**src/rtl/tcc_regs.svh**
```systemverilog
// How it works
// - Pin output enable set drives the registered inversion bit out while the comparator runs.
// - Each comparator has its own control register and stops when disabled.
// - Edge select 11 flags any output change while the event flag is clear.
// - Non-inverting select 1 takes the positive reference, 0 input pin A.
// - Inverting select 11 negative reference, 10 pin D, 01 pin C, 00 pin B.
// - Idle halt set stops all comparators in Idle; clear lets them run.
// - Status bits 10..8 mirror the three event flags.
// - Status bits 2..0 mirror the three result bits.
// - The reference has two ranges of sixteen levels set by a 4-bit code.
// - Range set spans 0..0.625 by 1/24; clear spans 0.25..0.719 by 1/32.
// - Supply select feeds the ladder from device rails or reference pins.
// - Positive pin select 1 uses the external positive pin, not the ladder.
// - The reference pin enable drives the level out, else disconnects it.
`ifndef TCC_REGS_SVH
`define TCC_REGS_SVH
// ==========================================================================
// Register offsets (byte addresses, one 32-bit word each).
`define TCC_OFF_CTL1    8'h00
`define TCC_OFF_CTL2    8'h04
`define TCC_OFF_CTL3    8'h08
`define TCC_OFF_STAT    8'h0c
`define TCC_OFF_REF     8'h10
`define TCC_OFF_IRQ_ST  8'h14
`define TCC_OFF_IRQ_MSK 8'h18
// ==========================================================================
// Comparator control fields.
`define TCC_CTL_EN      15
`define TCC_CTL_OE      14
`define TCC_CTL_INV     13
`define TCC_CTL_EVT     9
`define TCC_CTL_RES     8
`define TCC_CTL_EDGE_HI 7
`define TCC_CTL_EDGE_LO 6
`define TCC_CTL_NSEL    4
`define TCC_CTL_ISEL_HI 1
`define TCC_CTL_ISEL_LO 0
`define TCC_CTL_WMASK   16'he0d3
// ==========================================================================
// Status fields.
`define TCC_ST_IDLE     15
`define TCC_ST_EVT_LO   8
`define TCC_ST_RES_LO   0
// ==========================================================================
// Reference control fields.
`define TCC_REF_PSEL    10
`define TCC_REF_MSEL_HI 9
`define TCC_REF_MSEL_LO 8
`define TCC_REF_EN      7
`define TCC_REF_OE      6
`define TCC_REF_RANGE   5
`define TCC_REF_SUPPLY  4
`define TCC_REF_LVL_HI  3
`define TCC_REF_LVL_LO  0
`define TCC_REF_WMASK   16'h07ff
`define TCC_RST_16      16'h0000
`endif

```
**src/rtl/tcc_pkg.sv**
```systemverilog
package tcc_pkg;
   typedef enum logic [1:0] {
      TCC_EDGE_NONE = 2'b00,
      TCC_EDGE_RISE = 2'b01,
      TCC_EDGE_FALL = 2'b10,
      TCC_EDGE_ANY  = 2'b11
   } tcc_edge_e;
   typedef enum logic [1:0] {
      TCC_INV_PIN_B = 2'b00,
      TCC_INV_PIN_C = 2'b01,
      TCC_INV_PIN_D = 2'b10,
      TCC_INV_REF_N = 2'b11
   } tcc_isel_e;
endpackage

```
**src/rtl/tcc_top.sv**
```systemverilog
// The register offsets and the plain strobed port are this design's own decisions.
`timescale 1ns/1ps
`default_nettype none
`include "tcc_regs.svh"
// ==========================================================================
// Triple comparator control with reference generator settings.
module tcc_top
   import tcc_pkg::*;
(
   input  wire logic        core_clk,
   input  wire logic        nrst,
   input  wire logic [7:0]  addr,
   input  wire logic [31:0] wdata,
   input  wire logic        wr,
   input  wire logic        rd,
   output logic      [31:0] rdata,
   input  wire logic        idle_mode,
   input  wire logic [2:0]  cmp_raw,
   output logic      [2:0]  result_pin,
   output logic      [2:0]  result_pin_oe,
   output logic      [2:0]  cmp_power,
   output logic      [2:0]  noninverting_source_select,
   output logic      [5:0]  inverting_source_select,
   output logic             ref_power,
   output logic             range_select,
   output logic             supply_select,
   output logic      [3:0]  level_code,
   output logic             positive_pin_select,
   output logic      [1:0]  negative_ref_select,
   output logic             reference_pin_output_enable,
   output logic             irq
);
   logic [15:0] ctl_r [3];
   logic [15:0] ref_r;
   logic        idle_halt_r;
   logic [2:0]  irq_st_r;
   logic [2:0]  irq_msk_r;
   logic [2:0]  res;
   logic [2:0]  evt;
   logic [2:0]  evp;
   logic [2:0]  evt_clr;
   logic [2:0]  run;
   logic        halted;
   logic [15:0] stat;

   // Word index for a comparator control register, or 3 if none.
   function automatic logic [1:0] ctl_idx(input logic [7:0] a);
      case (a)
         `TCC_OFF_CTL1: ctl_idx = 2'h0;
         `TCC_OFF_CTL2: ctl_idx = 2'h1;
         `TCC_OFF_CTL3: ctl_idx = 2'h2;
         default:       ctl_idx = 2'h3;
      endcase
   endfunction

   assign halted = idle_halt_r & idle_mode;

   // ========================================================================
   // Per-channel units.
   for (genvar i = 0; i < 3; i++) begin : g_ch
      assign run[i] = ctl_r[i][`TCC_CTL_EN] & ~halted;
      // Software clears the event flag by writing zero to its bit.
      assign evt_clr[i] = wr && ctl_idx(addr) == 2'(i)
                          && !wdata[`TCC_CTL_EVT];
      tcc_cmp_unit u_ch (
         .core_clk     (core_clk),
         .nrst         (nrst),
         .raw_in       (cmp_raw[i]),
         .run          (run[i]),
         .invert       (ctl_r[i][`TCC_CTL_INV]),
         .edge_sel     (ctl_r[i][`TCC_CTL_EDGE_HI:`TCC_CTL_EDGE_LO]),
         .evt_clr      (evt_clr[i]),
         .result_bit_r (res[i]),
         .event_flag_r (evt[i]),
         .evt_pulse_r  (evp[i])
      );
   end

   // ========================================================================
   // Control registers; the event and result bits are not stored here.
   always_ff @(posedge core_clk or negedge nrst) begin
      if (!nrst) begin
         ctl_r[0] <= `TCC_RST_16;
         ctl_r[1] <= `TCC_RST_16;
         ctl_r[2] <= `TCC_RST_16;
      end else if (wr && ctl_idx(addr) != 2'h3) begin
         ctl_r[ctl_idx(addr)] <= wdata[15:0] & `TCC_CTL_WMASK;
      end
   end

   // Idle halt lives in the shared status register.
   always_ff @(posedge core_clk or negedge nrst) begin
      if (!nrst) begin
         idle_halt_r <= 1'b0;
      end else if (wr && addr == `TCC_OFF_STAT) begin
         idle_halt_r <= wdata[`TCC_ST_IDLE];
      end
   end

   // Reference control register.
   always_ff @(posedge core_clk or negedge nrst) begin
      if (!nrst) begin
         ref_r <= `TCC_RST_16;
      end else if (wr && addr == `TCC_OFF_REF) begin
         ref_r <= wdata[15:0] & `TCC_REF_WMASK;
      end
   end

   // ========================================================================
   // Interrupt status: set wins over write-one-to-clear.
   always_ff @(posedge core_clk or negedge nrst) begin
      if (!nrst) begin
         irq_st_r <= 3'h0;
      end else if (wr && addr == `TCC_OFF_IRQ_ST) begin
         irq_st_r <= (irq_st_r & ~wdata[2:0]) | evp;
      end else begin
         irq_st_r <= irq_st_r | evp;
      end
   end

   always_ff @(posedge core_clk or negedge nrst) begin
      if (!nrst) begin
         irq_msk_r <= 3'h0;
      end else if (wr && addr == `TCC_OFF_IRQ_MSK) begin
         irq_msk_r <= wdata[2:0];
      end
   end

   always_ff @(posedge core_clk or negedge nrst) begin
      if (!nrst) begin
         irq <= 1'b0;
      end else begin
         irq <= |(irq_st_r & irq_msk_r);
      end
   end

   // ========================================================================
   // Shared status view, mirrored live from the channels.
   always_comb begin
      stat = 16'h0000;
      stat[`TCC_ST_IDLE] = idle_halt_r;
      stat[`TCC_ST_EVT_LO +: 3] = evt;
      stat[`TCC_ST_RES_LO +: 3] = res;
   end

   // Read data stand in the cycle after the strobe only.
   always_ff @(posedge core_clk or negedge nrst) begin
      if (!nrst) begin
         rdata <= 32'h0000_0000;
      end else if (rd) begin
         case (addr)
            `TCC_OFF_CTL1, `TCC_OFF_CTL2, `TCC_OFF_CTL3: begin
               rdata <= {16'h0000, ctl_r[ctl_idx(addr)]
                         | {6'h00, evt[ctl_idx(addr)],
                            res[ctl_idx(addr)], 8'h00}};
            end
            `TCC_OFF_STAT:    rdata <= {16'h0000, stat};
            `TCC_OFF_REF:     rdata <= {16'h0000, ref_r};
            `TCC_OFF_IRQ_ST:  rdata <= {29'h0, irq_st_r};
            `TCC_OFF_IRQ_MSK: rdata <= {29'h0, irq_msk_r};
            default:          rdata <= 32'h0000_0000;
         endcase
      end else begin
         rdata <= 32'h0000_0000;
      end
   end

   // ========================================================================
   // Analog controls, registered. The result pin carries the registered
   // inversion bit, not the comparator output; the raw level goes to the pad.
   always_ff @(posedge core_clk or negedge nrst) begin
      if (!nrst) begin
         result_pin_oe <= 3'h0;
         cmp_power     <= 3'h0;
         noninverting_source_select <= 3'h0;
         inverting_source_select    <= 6'h00;
      end else begin
         for (int i = 0; i < 3; i++) begin
            result_pin_oe[i] <= ctl_r[i][`TCC_CTL_OE] & run[i];
            cmp_power[i]     <= run[i];
            noninverting_source_select[i] <=
               ctl_r[i][`TCC_CTL_NSEL];
            inverting_source_select[2*i +: 2] <=
               ctl_r[i][`TCC_CTL_ISEL_HI:`TCC_CTL_ISEL_LO];
         end
      end
   end

   // Pin value: polarity applied to the unsynchronised raw level is left to
   // the pad; here we register the inversion choice for it.
   always_ff @(posedge core_clk or negedge nrst) begin
      if (!nrst) begin
         result_pin <= 3'h0;
      end else begin
         for (int i = 0; i < 3; i++) begin
            result_pin[i] <= ctl_r[i][`TCC_CTL_INV];
         end
      end
   end

   // Reference generator settings. Settling after a change is up to software.
   always_ff @(posedge core_clk or negedge nrst) begin
      if (!nrst) begin
         ref_power           <= 1'b0;
         range_select        <= 1'b0;
         supply_select       <= 1'b0;
         level_code          <= 4'h0;
         positive_pin_select <= 1'b0;
         negative_ref_select <= 2'h0;
         reference_pin_output_enable <= 1'b0;
      end else begin
         ref_power           <= ref_r[`TCC_REF_EN];
         range_select        <= ref_r[`TCC_REF_RANGE];
         supply_select       <= ref_r[`TCC_REF_SUPPLY];
         level_code <= ref_r[`TCC_REF_LVL_HI:`TCC_REF_LVL_LO];
         positive_pin_select <= ref_r[`TCC_REF_PSEL];
         negative_ref_select <=
            ref_r[`TCC_REF_MSEL_HI:`TCC_REF_MSEL_LO];
         reference_pin_output_enable <= ref_r[`TCC_REF_OE];
      end
   end

   // ========================================================================
   // Checks.
   // Checked through the read path, so a broken read mux is caught too.
   a_evt_mirror: assert property (@(posedge core_clk) disable iff (!nrst)
      rd && addr == `TCC_OFF_STAT |=> rdata[10:8] == $past(evt))
      else $error("status event mirror mismatch");
   a_res_mirror: assert property (@(posedge core_clk) disable iff (!nrst)
      rd && addr == `TCC_OFF_STAT |=> rdata[2:0] == $past(res))
      else $error("status result mirror mismatch");
   a_idle_stop: assert property (@(posedge core_clk) disable iff (!nrst)
      idle_halt_r && idle_mode |=> !cmp_power[0] || !idle_mode)
      else $error("comparator running in idle with halt set");
   a_pin_oe: assert property (@(posedge core_clk) disable iff (!nrst)
      !ctl_r[0][`TCC_CTL_OE] |=> !result_pin_oe[0])
      else $error("result pin driven with output disabled");
   a_ref_oe: assert property (@(posedge core_clk) disable iff (!nrst)
      $rose(ref_r[`TCC_REF_OE]) |=> reference_pin_output_enable)
      else $error("reference pin enable not followed");
   a_irq_level: assert property (@(posedge core_clk) disable iff (!nrst)
      |(irq_st_r & irq_msk_r) |=> irq)
      else $error("interrupt not raised for unmasked status");
   a_isel_copy: assert property (@(posedge core_clk) disable iff (!nrst)
      ##1 inverting_source_select[1:0] == $past(ctl_r[0][1:0]))
      else $error("inverting select not forwarded");
   a_range_copy: assert property (@(posedge core_clk) disable iff (!nrst)
      ##1 range_select == $past(ref_r[`TCC_REF_RANGE]))
      else $error("range select not forwarded");
endmodule
`default_nettype wire

```
**src/rtl/tcc_cmp_unit.sv**
```systemverilog
`timescale 1ns/1ps
`default_nettype none
`include "tcc_regs.svh"
// ==========================================================================
// One comparator channel: sync, polarity, edge detect, event flag.
module tcc_cmp_unit
   import tcc_pkg::*;
(
   input  wire logic       core_clk,
   input  wire logic       nrst,
   input  wire logic       raw_in,
   input  wire logic       run,
   input  wire logic       invert,
   input  wire logic [1:0] edge_sel,
   input  wire logic       evt_clr,
   output logic            result_bit_r,
   output logic            event_flag_r,
   output logic            evt_pulse_r
);
   logic s1_r;
   logic s2_r;
   logic pol;
   logic rise;
   logic fall;
   logic hit;

   // Two flops first; only the second is ever read by logic.
   always_ff @(posedge core_clk or negedge nrst) begin
      if (!nrst) begin
         s1_r <= 1'b0;
         s2_r <= 1'b0;
      end else begin
         s1_r <= raw_in;
         s2_r <= s1_r;
      end
   end

   assign pol  = s2_r ^ invert;
   assign rise = pol & ~result_bit_r;
   assign fall = ~pol & result_bit_r;

   // Edge choice on the polarity-adjusted result.
   always_comb begin
      case (tcc_edge_e'(edge_sel))
         TCC_EDGE_RISE: hit = rise;
         TCC_EDGE_FALL: hit = fall;
         TCC_EDGE_ANY:  hit = rise | fall;
         default:       hit = 1'b0;
      endcase
   end

   // Result holds its last value while stopped, so no spurious edges.
   always_ff @(posedge core_clk or negedge nrst) begin
      if (!nrst) begin
         result_bit_r <= 1'b0;
      end else if (run) begin
         result_bit_r <= pol;
      end
   end

   // A new event wins over a clear in the same cycle.
   always_ff @(posedge core_clk or negedge nrst) begin
      if (!nrst) begin
         event_flag_r <= 1'b0;
         evt_pulse_r  <= 1'b0;
      end else begin
         evt_pulse_r <= run & hit & ~event_flag_r;
         if (run && hit && !event_flag_r) begin
            event_flag_r <= 1'b1;
         end else if (evt_clr) begin
            event_flag_r <= 1'b0;
         end
      end
   end

   a_evt_sticky: assert property (@(posedge core_clk) disable iff (!nrst)
      event_flag_r && !evt_clr |=> event_flag_r)
      else $error("event flag dropped without a clear");
   a_no_evt_stop: assert property (@(posedge core_clk) disable iff (!nrst)
      !run |=> !evt_pulse_r)
      else $error("event raised while stopped");
endmodule
`default_nettype wire

```
**config.mk**
```make
export PLATFORM = sky130hd
export DESIGN_NAME = tcc_top
export DESIGN_NICKNAME = d
export VERILOG_FILES = /design/src/rtl/tcc_pkg.sv /design/src/rtl/tcc_top.sv /design/src/rtl/tcc_cmp_unit.sv
export VERILOG_INCLUDE_DIRS = /design/src /design/src/rtl
export SDC_FILE = /design/constraint.sdc
export NUM_CORES = 1
export LEC_CHECK = 0
export BUFFER_PORTS_ARGS = -buffer_cell sky130_fd_sc_hd__buf_2
export CAP_MARGIN = 20
export CORE_MARGIN = 2
export CORE_UTILIZATION = 40
export CTS_CLUSTER_SIZE = 25
export DETAILED_ROUTE_END_ITERATION = 10
export PLACE_DENSITY = 0.72
export SYNTH_ARGS = -nofsm -noshare
export SYNTH_HDL_FRONTEND = slang
export SYNTH_SLANG_ARGS = --single-unit
```
**constraint.sdc**
```tcl
create_clock -name core_clk -period 2.05 [get_ports core_clk]
set_clock_uncertainty 0.15 [all_clocks]
set_input_delay 0.205 -clock core_clk [delete_from_list [all_inputs] [get_ports core_clk]]
set_output_delay 0.205 -clock core_clk [all_outputs]
set_load 0.02 [all_outputs]
```
==> metrics, run 1 <==
status finished clean; Post-synth ARST share 100%; Worst Setup Start Kind register; Final period util 93.5%; post-synthesis cell type count 45; die area 0.0112 mm^2; Initial Util 40.8%; final setup fails 0; DIE HEIGHT 106 um; maximum root-to-sink buffer count 2; Top FF cell, synth dfrtp_1; TritonCTS buffer count 9; Final ANT Viol Nets 0; mapped cell area 0.00416 mm^2; CTS tree built; Iter 0 DRT Violations 124; Hold Worst Slack 0.0192 ns; Worst-path clk slew around 0.09 ns; commonest cells in the netlist dfrtp_1, mux2_2, buf_4, nor2_1, nand2_1; FF-to-FF setup slack 0.13 ns; Cell Pwr Density 785 mW/mm^2; clock sink count 101; Tot GR Track Use around 16%; CP cell instances xnor2_1 -> ha_1 -> a31o_2 -> nor4_1 -> nand2b_1; worst hold path type input pin to register; first-pass GRT wire length ~14000 um; # fillers 912; post-route DRC violation count 0; fmax 0.522 GHz; largest net degree at the start of global routing 38; Wirelength per Cell about 16 um; critical path class register to register; fraction of layout cells with a size suffix above 1 39.5%; CTS root buffer clkbuf_8; Worst-Skew Late Latency 0.36 ns; slowest CP cell dfrtp_1; initial antenna violation count 0; final-stage net count 472; H-Tree Depth 3; IR drop worst, VDD 0.382 mV; worst slew pin tran around 0.54 ns; crit path DAT a little over 2 ns; post-synth top area cell dfrtp_1; sequential-to-total area share from yosys stat between 60% and 70%; ANT cells 0; total iterations of the first detailed-routing run 4; Max-cap violations 0; crit path max fanout 4; largest stage delay on the critical path 0.42 ns; syn_area_per_cell between 10 and 15 um^2; cell count after synthesis 309; HPWL after detailed placement 6390 um; Core ar. 0.0102 mm^2; vias in the first global route ~2700; setup_tns 0 ns; fin. max-slew vios 0; dominant cells by area after synthesis dfrtp_1, mux2_2, buf_4; Detailed Route WL 8690 um; Multi-input gate area 0.00148 mm^2; Final GP Congestion approximately 0.82; flops & latches, synth roughly 100; GRT overflow 0; Yosys warnings 0; DR vias 2733; number of synthesized flops with an enable pin 0; relative slew slack a little under two thirds; Hold Vio Cnt, Final 0; row cnt 37; PortBufs 73; Top Ports 110; RSZ-0062 raised after global routing no; Area Overhead vs Synth 23.8%; Post-CTS Setup Bufs 0; CP endpoint kind register; post-synth top area share 60.8%; fin util 50.5%; Tmin final 1.92 ns; LEAKAGE approximately 2.7 nW; Die X 106 um; post-DR vias/cell 4.89; count leader, synth dfrtp_1; Storage cell area roughly 0.0025 mm^2; Worst Path Required 2.20 ns
[cells in the final DEF, fill, tap and decap left out, drive strengths merged, types with 4 or more instances in the layout]
master,instances
ha,6
nand2,12
nand3b,4
inv,11
dfrtp,101
conb,18
nor4,4
and2,5
o21ai,9
buf,91
a22oi,9
nor4b,6
nor3,4
a21oi,5
clkbuf,12
mux2,45
nor2,16
nand3,8
dlygate4sd3,17
nor2b,4
[power by group]
part	internal [W]	switching [W]	leakage (nW)
Clock	0.000794	0.000659	0.123
Combinational	0.000172	0.000251	1.18
Sequential	0.00208	0.0000775	1.38
[worst max-delay path: cells and delay by family, from the launching register on]
family / cells / cell delay [ns]
flip-flops: 1 / 0.42
adder cells (fa/ha/maj): 1 / 0.31
AND/OR/NAND/NOR: 2 / 0.41
AO/OA/AOI/OAI: 1 / 0.25
XOR/XNOR: 1 / 0.32
[cell type report]
type                            instances  share of cell area, %
Sequential cell                       101                   49.1
Multi-Input combinational cell        188                   28.8
Timing Repair Buffer                  108                   13.3
Tap cell                              136                   3.31
Clock buffer                           12                   3.21
Clock inverter                          4                   1.51
Inverter                               10                  0.730
[per-layer routing]
layer | vias to the layer above | wire length (um) | global-route usage, %
met5 | - | 0 | 0
li1 | 1277 | - | -
met1 | 1359 | 3880 | 22.3
met3 | 13 | 477 | 4.11
met4 | 0 | 135 | 5.26
met2 | 84 | 4200 | 25.0
[timing repair]
item,4_1_cts,5_1_grt
hold endpoints to repair,102,0
endpoints found under the setup margin,0,1
gates resized for setup,0,1
hold buffers,17,0
[cell families after synthesis]
family | synth area share (%)
fa+ha+maj | 1.81
flops | 60.8
xor+xnor | 0.632
compound gates | 6.32
simple gates | 11.0
mux | 14.1
other cells | 0.0902
buf+inv | 5.27
[final timing paths]
kind / depth (start not counted) / from / end
max: 5 / ctl_r[29] / g_ch[1].u_ch.event_flag_r
max in group asynchronous: 3 / nrst / cmp_power[1]
min: 2 / wdata[1] / ctl_r[17]
min reg2reg: 0 / g_ch[2].u_ch.s1_r / g_ch[2].u_ch.s2_r
max reg2reg: 5 / ctl_r[29] / g_ch[1].u_ch.event_flag_r
min in group asynchronous: 2 / nrst / inverting_source_select[3]
[flip-flops by register name (all words and copies together) (netlist names), 4 cells and up]
name and flops:
ctl_r 24, rdata 14, ref_r 11, inverting_source_select 6, level_code 4
[stage by stage]
stage | instances | area, um^2 | setup WS [ns] | power [W]
final | 559 | 5140 | 0.134 | 0.00404
after global routing | 559 | 5140 | 0.0415 | 0.00422
after CTS | 559 | 5140 | 0.107 | 0.00407
after detailed placement | 526 | 4720 | 0.133 | 0.00260
after global placement | 526 | 4720 | 0.126 | 0.00257
after floorplan | 326 | 4220 | 0.276 | 0.00244
Power figures use the tool's default switching activity.
==> run 2: changes to the inputs <==
- HOLD_SLACK_MARGIN: unset -> 0.05
==> run 2 against run 1 <==
Critical path depth is the same. Total power rose by 0.19%. Combinational power about the same. Maximum frequency down 0.23%. Die area did not move. Flip-flop and latch count unchanged.
==> metrics, run 2 (synthesis results as in run 1) <==
status finished clean; Initial Util 40.8% (unchanged); TritonCTS buffer count 9 (unchanged); RSZ-0062 raised after global routing no; initial antenna violation count 0 (unchanged); crit path DAT 2.07 ns (about the same); number of flip-flops in the largest register 24 (unchanged); CTS root buffer clkbuf_8; PortBufs 73 (unchanged); most used routing layer met2; Hold Vio Cnt, Final 0 (unchanged); Die X 106 um (unchanged); met1 Use GR 22.3% (unchanged); Wirelength per Cell 15.6 um (+0.48%); row cnt 37 (unchanged); Reg with most FFs ctl_r; internal power 0.00305 W (about the same); Worst-path clk slew 0.09 ns (about the same); most frequent cells in the layout dfrtp_1, buf_2, mux2_2, dlygate4sd3_1; post-route DRC violation count 0 (unchanged); r2r endpoint g_ch[1].u_ch.event_flag_r; worst hold path type input pin to register; Top Ports 110 (unchanged); Final period util 93.7% (+0.22 points); Reg-to-Reg Start ctl_r[29]; design area 0.00516 mm^2 (+0.39%); hold path depth 3 (+1); fmax 0.521 GHz (-0.23%); maximum root-to-sink buffer count 2 (unchanged); Tmin final 1.92 ns (+0.00441 ns); FF-to-FF setup slack 0.13 ns (about the same); combinational share of power 10.5% (about the same); setup_tns 0 ns (unchanged); DR vias 2750 (+0.62%); ANT cells 0 (unchanged); worst hold path endpoint rdata[15]; Reg power frac 53.4% (about the same); Worst-Skew Late Latency 0.36 ns (about the same); area post-placement 0.00472 mm^2 (unchanged); Psw 0.000993 W (+0.49%); switch share 24.6% (+0.075 points); vias in the first global route 2751 (+0.44%); crit path max fanout 4 (unchanged); HPWL after detailed placement 6390 um (unchanged); post-DR vias/cell 4.90 (+0.26%); GRT overflow 0 (unchanged); commonest non-fill, non-tap cell in the layout dfrtp_1; CP endpoint kind register; critical path class register to register; Core ar. 0.0102 mm^2 (unchanged); Detailed Route WL 8760 um (+0.84%); Worst Path Required 2.20 ns (about the same); largest registers ctl_r: 24 flops, rdata: 14 flops, ref_r: 11 flops; worst slew pin tran 0.533 ns (-0.00835 ns); first-pass GRT wire length 14000 um (+0.29%); fraction of layout cells with a size suffix above 1 39.3% (-0.19 points); relative slew slack 64.2% (+0.56 points); LEAKAGE 2.69 nW (+0.31%); R2R cell count 5 (unchanged); H-Tree Depth 3 (unchanged); Worst Hold Launch addr[6]; Final GP Congestion 0.824 (unchanged); Final ANT Viol Nets 0 (unchanged); Max-cap violations 0 (unchanged); Area Overhead vs Synth 24.3%; largest net degree at the start of global routing 38 (unchanged); CTS tree built; final-stage net count 474 (+0.42%); met2 GRT Util 25.1% (+0.092 points); clock sink count 101 (unchanged); Tot GR Track Use 16.2% (+0.040 points); Cell Pwr Density 783 mW/mm^2 (-0.20%); fin. max-slew vios 0 (unchanged); Clock power frac 36.1% (about the same); total iterations of the first detailed-routing run 4 (unchanged); IR drop worst, VDD 0.383 mV (about the same); die area 0.0112 mm^2 (unchanged); Iter 0 DRT Violations 140 (+13%); DIE HEIGHT 106 um (unchanged); final setup fails 0 (unchanged); met3 usage 4.17% (+0.061 points); Worst Setup Start Kind register
## run 2: power by group through the flow
stage          logic, W  clock network (W)  registers [W]
2_1_floorplan  0.000230                  0        0.00221
3_3_place_gp   0.000382                  0        0.00219
3_5_place_dp   0.000398                  0        0.00220
4_1_cts        0.000428            0.00149        0.00216
5_1_grt        0.000475            0.00158        0.00217
6_report       0.000426            0.00146        0.00216
## run 2: through the flow
step | hold slack, ns | total power [W] | setup slack, ns | cells | util (%)
CTS | 0.0799 | 0.00408 | 0.107 | 561 | 50.6
global placement | 0.00791 | 0.00257 | 0.126 | 526 | 46.4
global route | 0.0749 | 0.00422 | 0.0415 | 561 | 50.7
floorplan | -0.241 | 0.00244 | 0.276 | 326 | -
finish | 0.0932 | 0.00404 | 0.130 | 561 | 50.7
detailed placement | 0.0179 | 0.00260 | 0.133 | 526 | 46.4
## run 2: worst max path at each step
stage | end | from
global placement | rdata[8] | addr[4]
finish | g_ch[1].u_ch.event_flag_r | ctl_r[29]
detailed placement | rdata[8] | addr[4]
global route | g_ch[1].u_ch.event_flag_r | ctl_r[29]
CTS | g_ch[2].u_ch.event_flag_r | ctl_r[13]
floorplan | ref_r[10] | addr[3]
## run 2: area by class of cell
| class | count | area, um^2 |
|---|---|---|
| sequential | 101 | 2530 |
| clock inverter | 4 | 77.6 |
| clock buffer | 12 | 165 |
| timing repair buffer | 110 | 706 |
| inverter | 10 | 37.5 |
| fill | 910 | 5020 |
| multi-input combinational | 188 | 1480 |
| tap | 136 | 170 |
## run 2: per-layer routing
layer | part of all wire [%] | vias up
met3 | 5.6 | 13
met1 | 45 | 1363
met4 | 1.5 | 0
met2 | 48 | 92
li1 | - | 1282
met5 | 0 | -
## run 2: timing repair
action	CTS	global route
setup buffers	0	0
gates resized for setup	0	1
hold buffers	19	0
setup endpoints to repair	0	1
endpoints found under the hold margin	151	0
## run 2: worst max-delay path, cell delays in order (launching register included)
cell,delay [ns]
dfrtp_1,0.42
xnor2_1,0.32
ha_1,0.31
a31o_2,0.25
nor4_1,0.25
nand2b_1,0.16
==> run 3: changes to the inputs <==
- CORE_ASPECT_RATIO: unset -> 1.25
==> run 3 against run 2 <==
Sequential power about the same. Die area hardly changed. Sequential share of layout area decreased by 0.50 points. Design area rose by 1.0%. Combinational power shrank 3%. Non-clock buffer count decreased by 1. Largest cell class unchanged. Highest routed layer unchanged.
==> metrics, run 3 (synthesis results as in run 1) <==
status finished clean; Reg with most FFs ctl_r; Die X 95.2 um (-10%); setup_tns 0 ns (unchanged); die area 0.0112 mm^2 (about the same); Max-cap violations 0 (unchanged); crit path DAT 1.98 ns (-0.09 ns); worst hold path type input pin to register; Reg-to-Reg Start ctl_r[45]; Worst Hold Launch rd; Worst Path Required 2.18 ns (-0.02 ns); DIE HEIGHT 118 um (+11%); CTS root buffer clkbuf_16; met2 GRT Util 26.6% (+1.5 points); largest registers ctl_r: 24 flops, rdata: 14 flops, ref_r: 11 flops; number of flip-flops in the largest register 24 (unchanged); H-Tree Depth 3 (unchanged); Cell Pwr Density 832 mW/mm^2 (+6.3%); IR drop worst, VDD 0.411 mV (+7.6%); PortBufs 73 (unchanged); post-DR vias/cell 4.99 (+1.7%); Final ANT Viol Nets 0 (unchanged); Storage cell area 0.00253 mm^2 (unchanged); most frequent cells in the layout dfrtp_1, buf_2, mux2_2; fraction of layout cells with a size suffix above 1 38.9% (-0.38 points); post-route DRC violation count 0 (unchanged); final setup fails 0 (unchanged); Worst Setup Start Kind register; vias in the first global route 2693 (-2.1%); LEAKAGE 2.72 nW (+1.0%); Detailed Route WL 8790 um (+0.37%); Iter 0 DRT Violations 124 (-11%); RSZ-0062 raised after global routing no; Worst-path clk slew 0.07 ns (-0.02 ns); fin. max-slew vios 0 (unchanged); Core ar. 0.0101 mm^2 (-0.77%); met1 Use GR 20.8% (-1.5 points); most used routing layer met2; TritonCTS buffer count 9 (unchanged); CTS tree built; row cnt 41 (+11%); Hold Vio Cnt, Final 0 (unchanged); HPWL after detailed placement 6490 um (+1.7%); # fillers 886 (-2.6%); Final GP Congestion 0.884 (+7.2%); DP Worst Slack 0.164 ns (+0.0309 ns); first-pass GRT wire length 13900 um (-0.29%); CTS-repair resized insts 0 (unchanged); met3 usage 4.80% (+0.63 points); placed instance count 519 (-1.3%); CP startpoint ctl_r[45]; Wirelength per Cell 15.9 um (+1.8%); largest net degree at the start of global routing 42 (+11%); total iterations of the first detailed-routing run 4 (unchanged); commonest non-fill, non-tap cell in the layout dfrtp_1; Tot GR Track Use 16.5% (+0.39 points); DR vias 2757 (+0.25%); maximum root-to-sink buffer count 2 (unchanged); ANT cells 0 (unchanged); initial antenna violation count 0 (unchanged); Final period util 90.3% (-3.3 points); fmax 0.540 GHz (+3.7%); Multi-input gate area 0.00147 mm^2 (-0.51%); Area Overhead vs Synth 25.6%; Tmin final 1.85 ns (-0.0685 ns); CP endpoint kind register; final-stage net count 473 (-0.21%); Top Ports 110 (unchanged); Worst-Skew Late Latency 0.34 ns (-0.02 ns); Initial Util 41.1% (+0.32 points); GRT overflow 0 (unchanged); Finished Layout Cells 553 (-1.4%); Final Worst Setup Slack 0.198 ns (+0.0685 ns); crit path max fanout 4 (unchanged); critical path class register to register; clock sink count 101 (unchanged)
==> run 3: cell types whose count changed in the layout (fill, tap and decap cells not counted), sizes merged <==
cell / before / now
dlygate4sd3: 19 / 18
inv: 11 / 10
clkbuf: 12 / 14
bufinv: 2 / 1
==> run 3: layout make-up <==
type                       instances  share of cell area (%)
clock inverter                     2                   0.743
clock buffer                      14                    5.44
multi-input combinational        188                    28.2
tap                              129                    3.09
inverter                          10                   0.719
sequential                       101                    48.4
timing repair buffer             109                    13.3
==> run 3: path summary, 6_finish.rpt <==
check                                            end  slack (ns)  cells after the start
setup / recovery           g_ch[0].u_ch.event_flag_r        0.20                      5
hold / removal                             rdata[14]        0.06                      3
setup reg to reg           g_ch[0].u_ch.event_flag_r        0.20                      5
hold reg to reg                    g_ch[0].u_ch.s2_r        0.20                      0
max in group asynchronous                   rdata[5]        1.00                      3
min in group asynchronous                   ref_r[0]        0.19                      2
==> run 3: critical path, cell delays in order, from the launching register on <==
cell and delay (ns):
dfrtp_1 0.42, xnor2_1 0.26, ha_1 0.28, a31o_2 0.25, nor4_1 0.28, nand2b_1 0.16
==> run 3: stage by stage <==
step                      area, um^2  hold WS (ns)  util, %  total power, W
after CTS                       5220        0.0516     51.6         0.00440
after detailed placement        4720        0.0179     46.7         0.00259
final                           5220        0.0568     51.6         0.00434
after floorplan                 4220        -0.241        -         0.00244
after global placement          4720       0.00888     46.7         0.00257
after global routing            5220        0.0646     51.6         0.00452
==> run 3: power by group <==
part           leakage, nW  internal, W  switching, W
Sequential            1.38      0.00209     0.0000780
Combinational         1.18     0.000170      0.000244
Clock                0.159      0.00108      0.000684
==> run 3: per-layer routing <==
metal	share of wire, %	up-vias
li1	-	1281
met1	41	1372
met2	51	87
met3	5.7	17
met4	2.3	0
met5	0	-
==> run 3: timing repair <==
action,4_1_cts,5_1_grt
buffers inserted,0,0
hold buffers,18,0
endpoints found under the hold margin,142,0
endpoints found under the setup margin,0,0
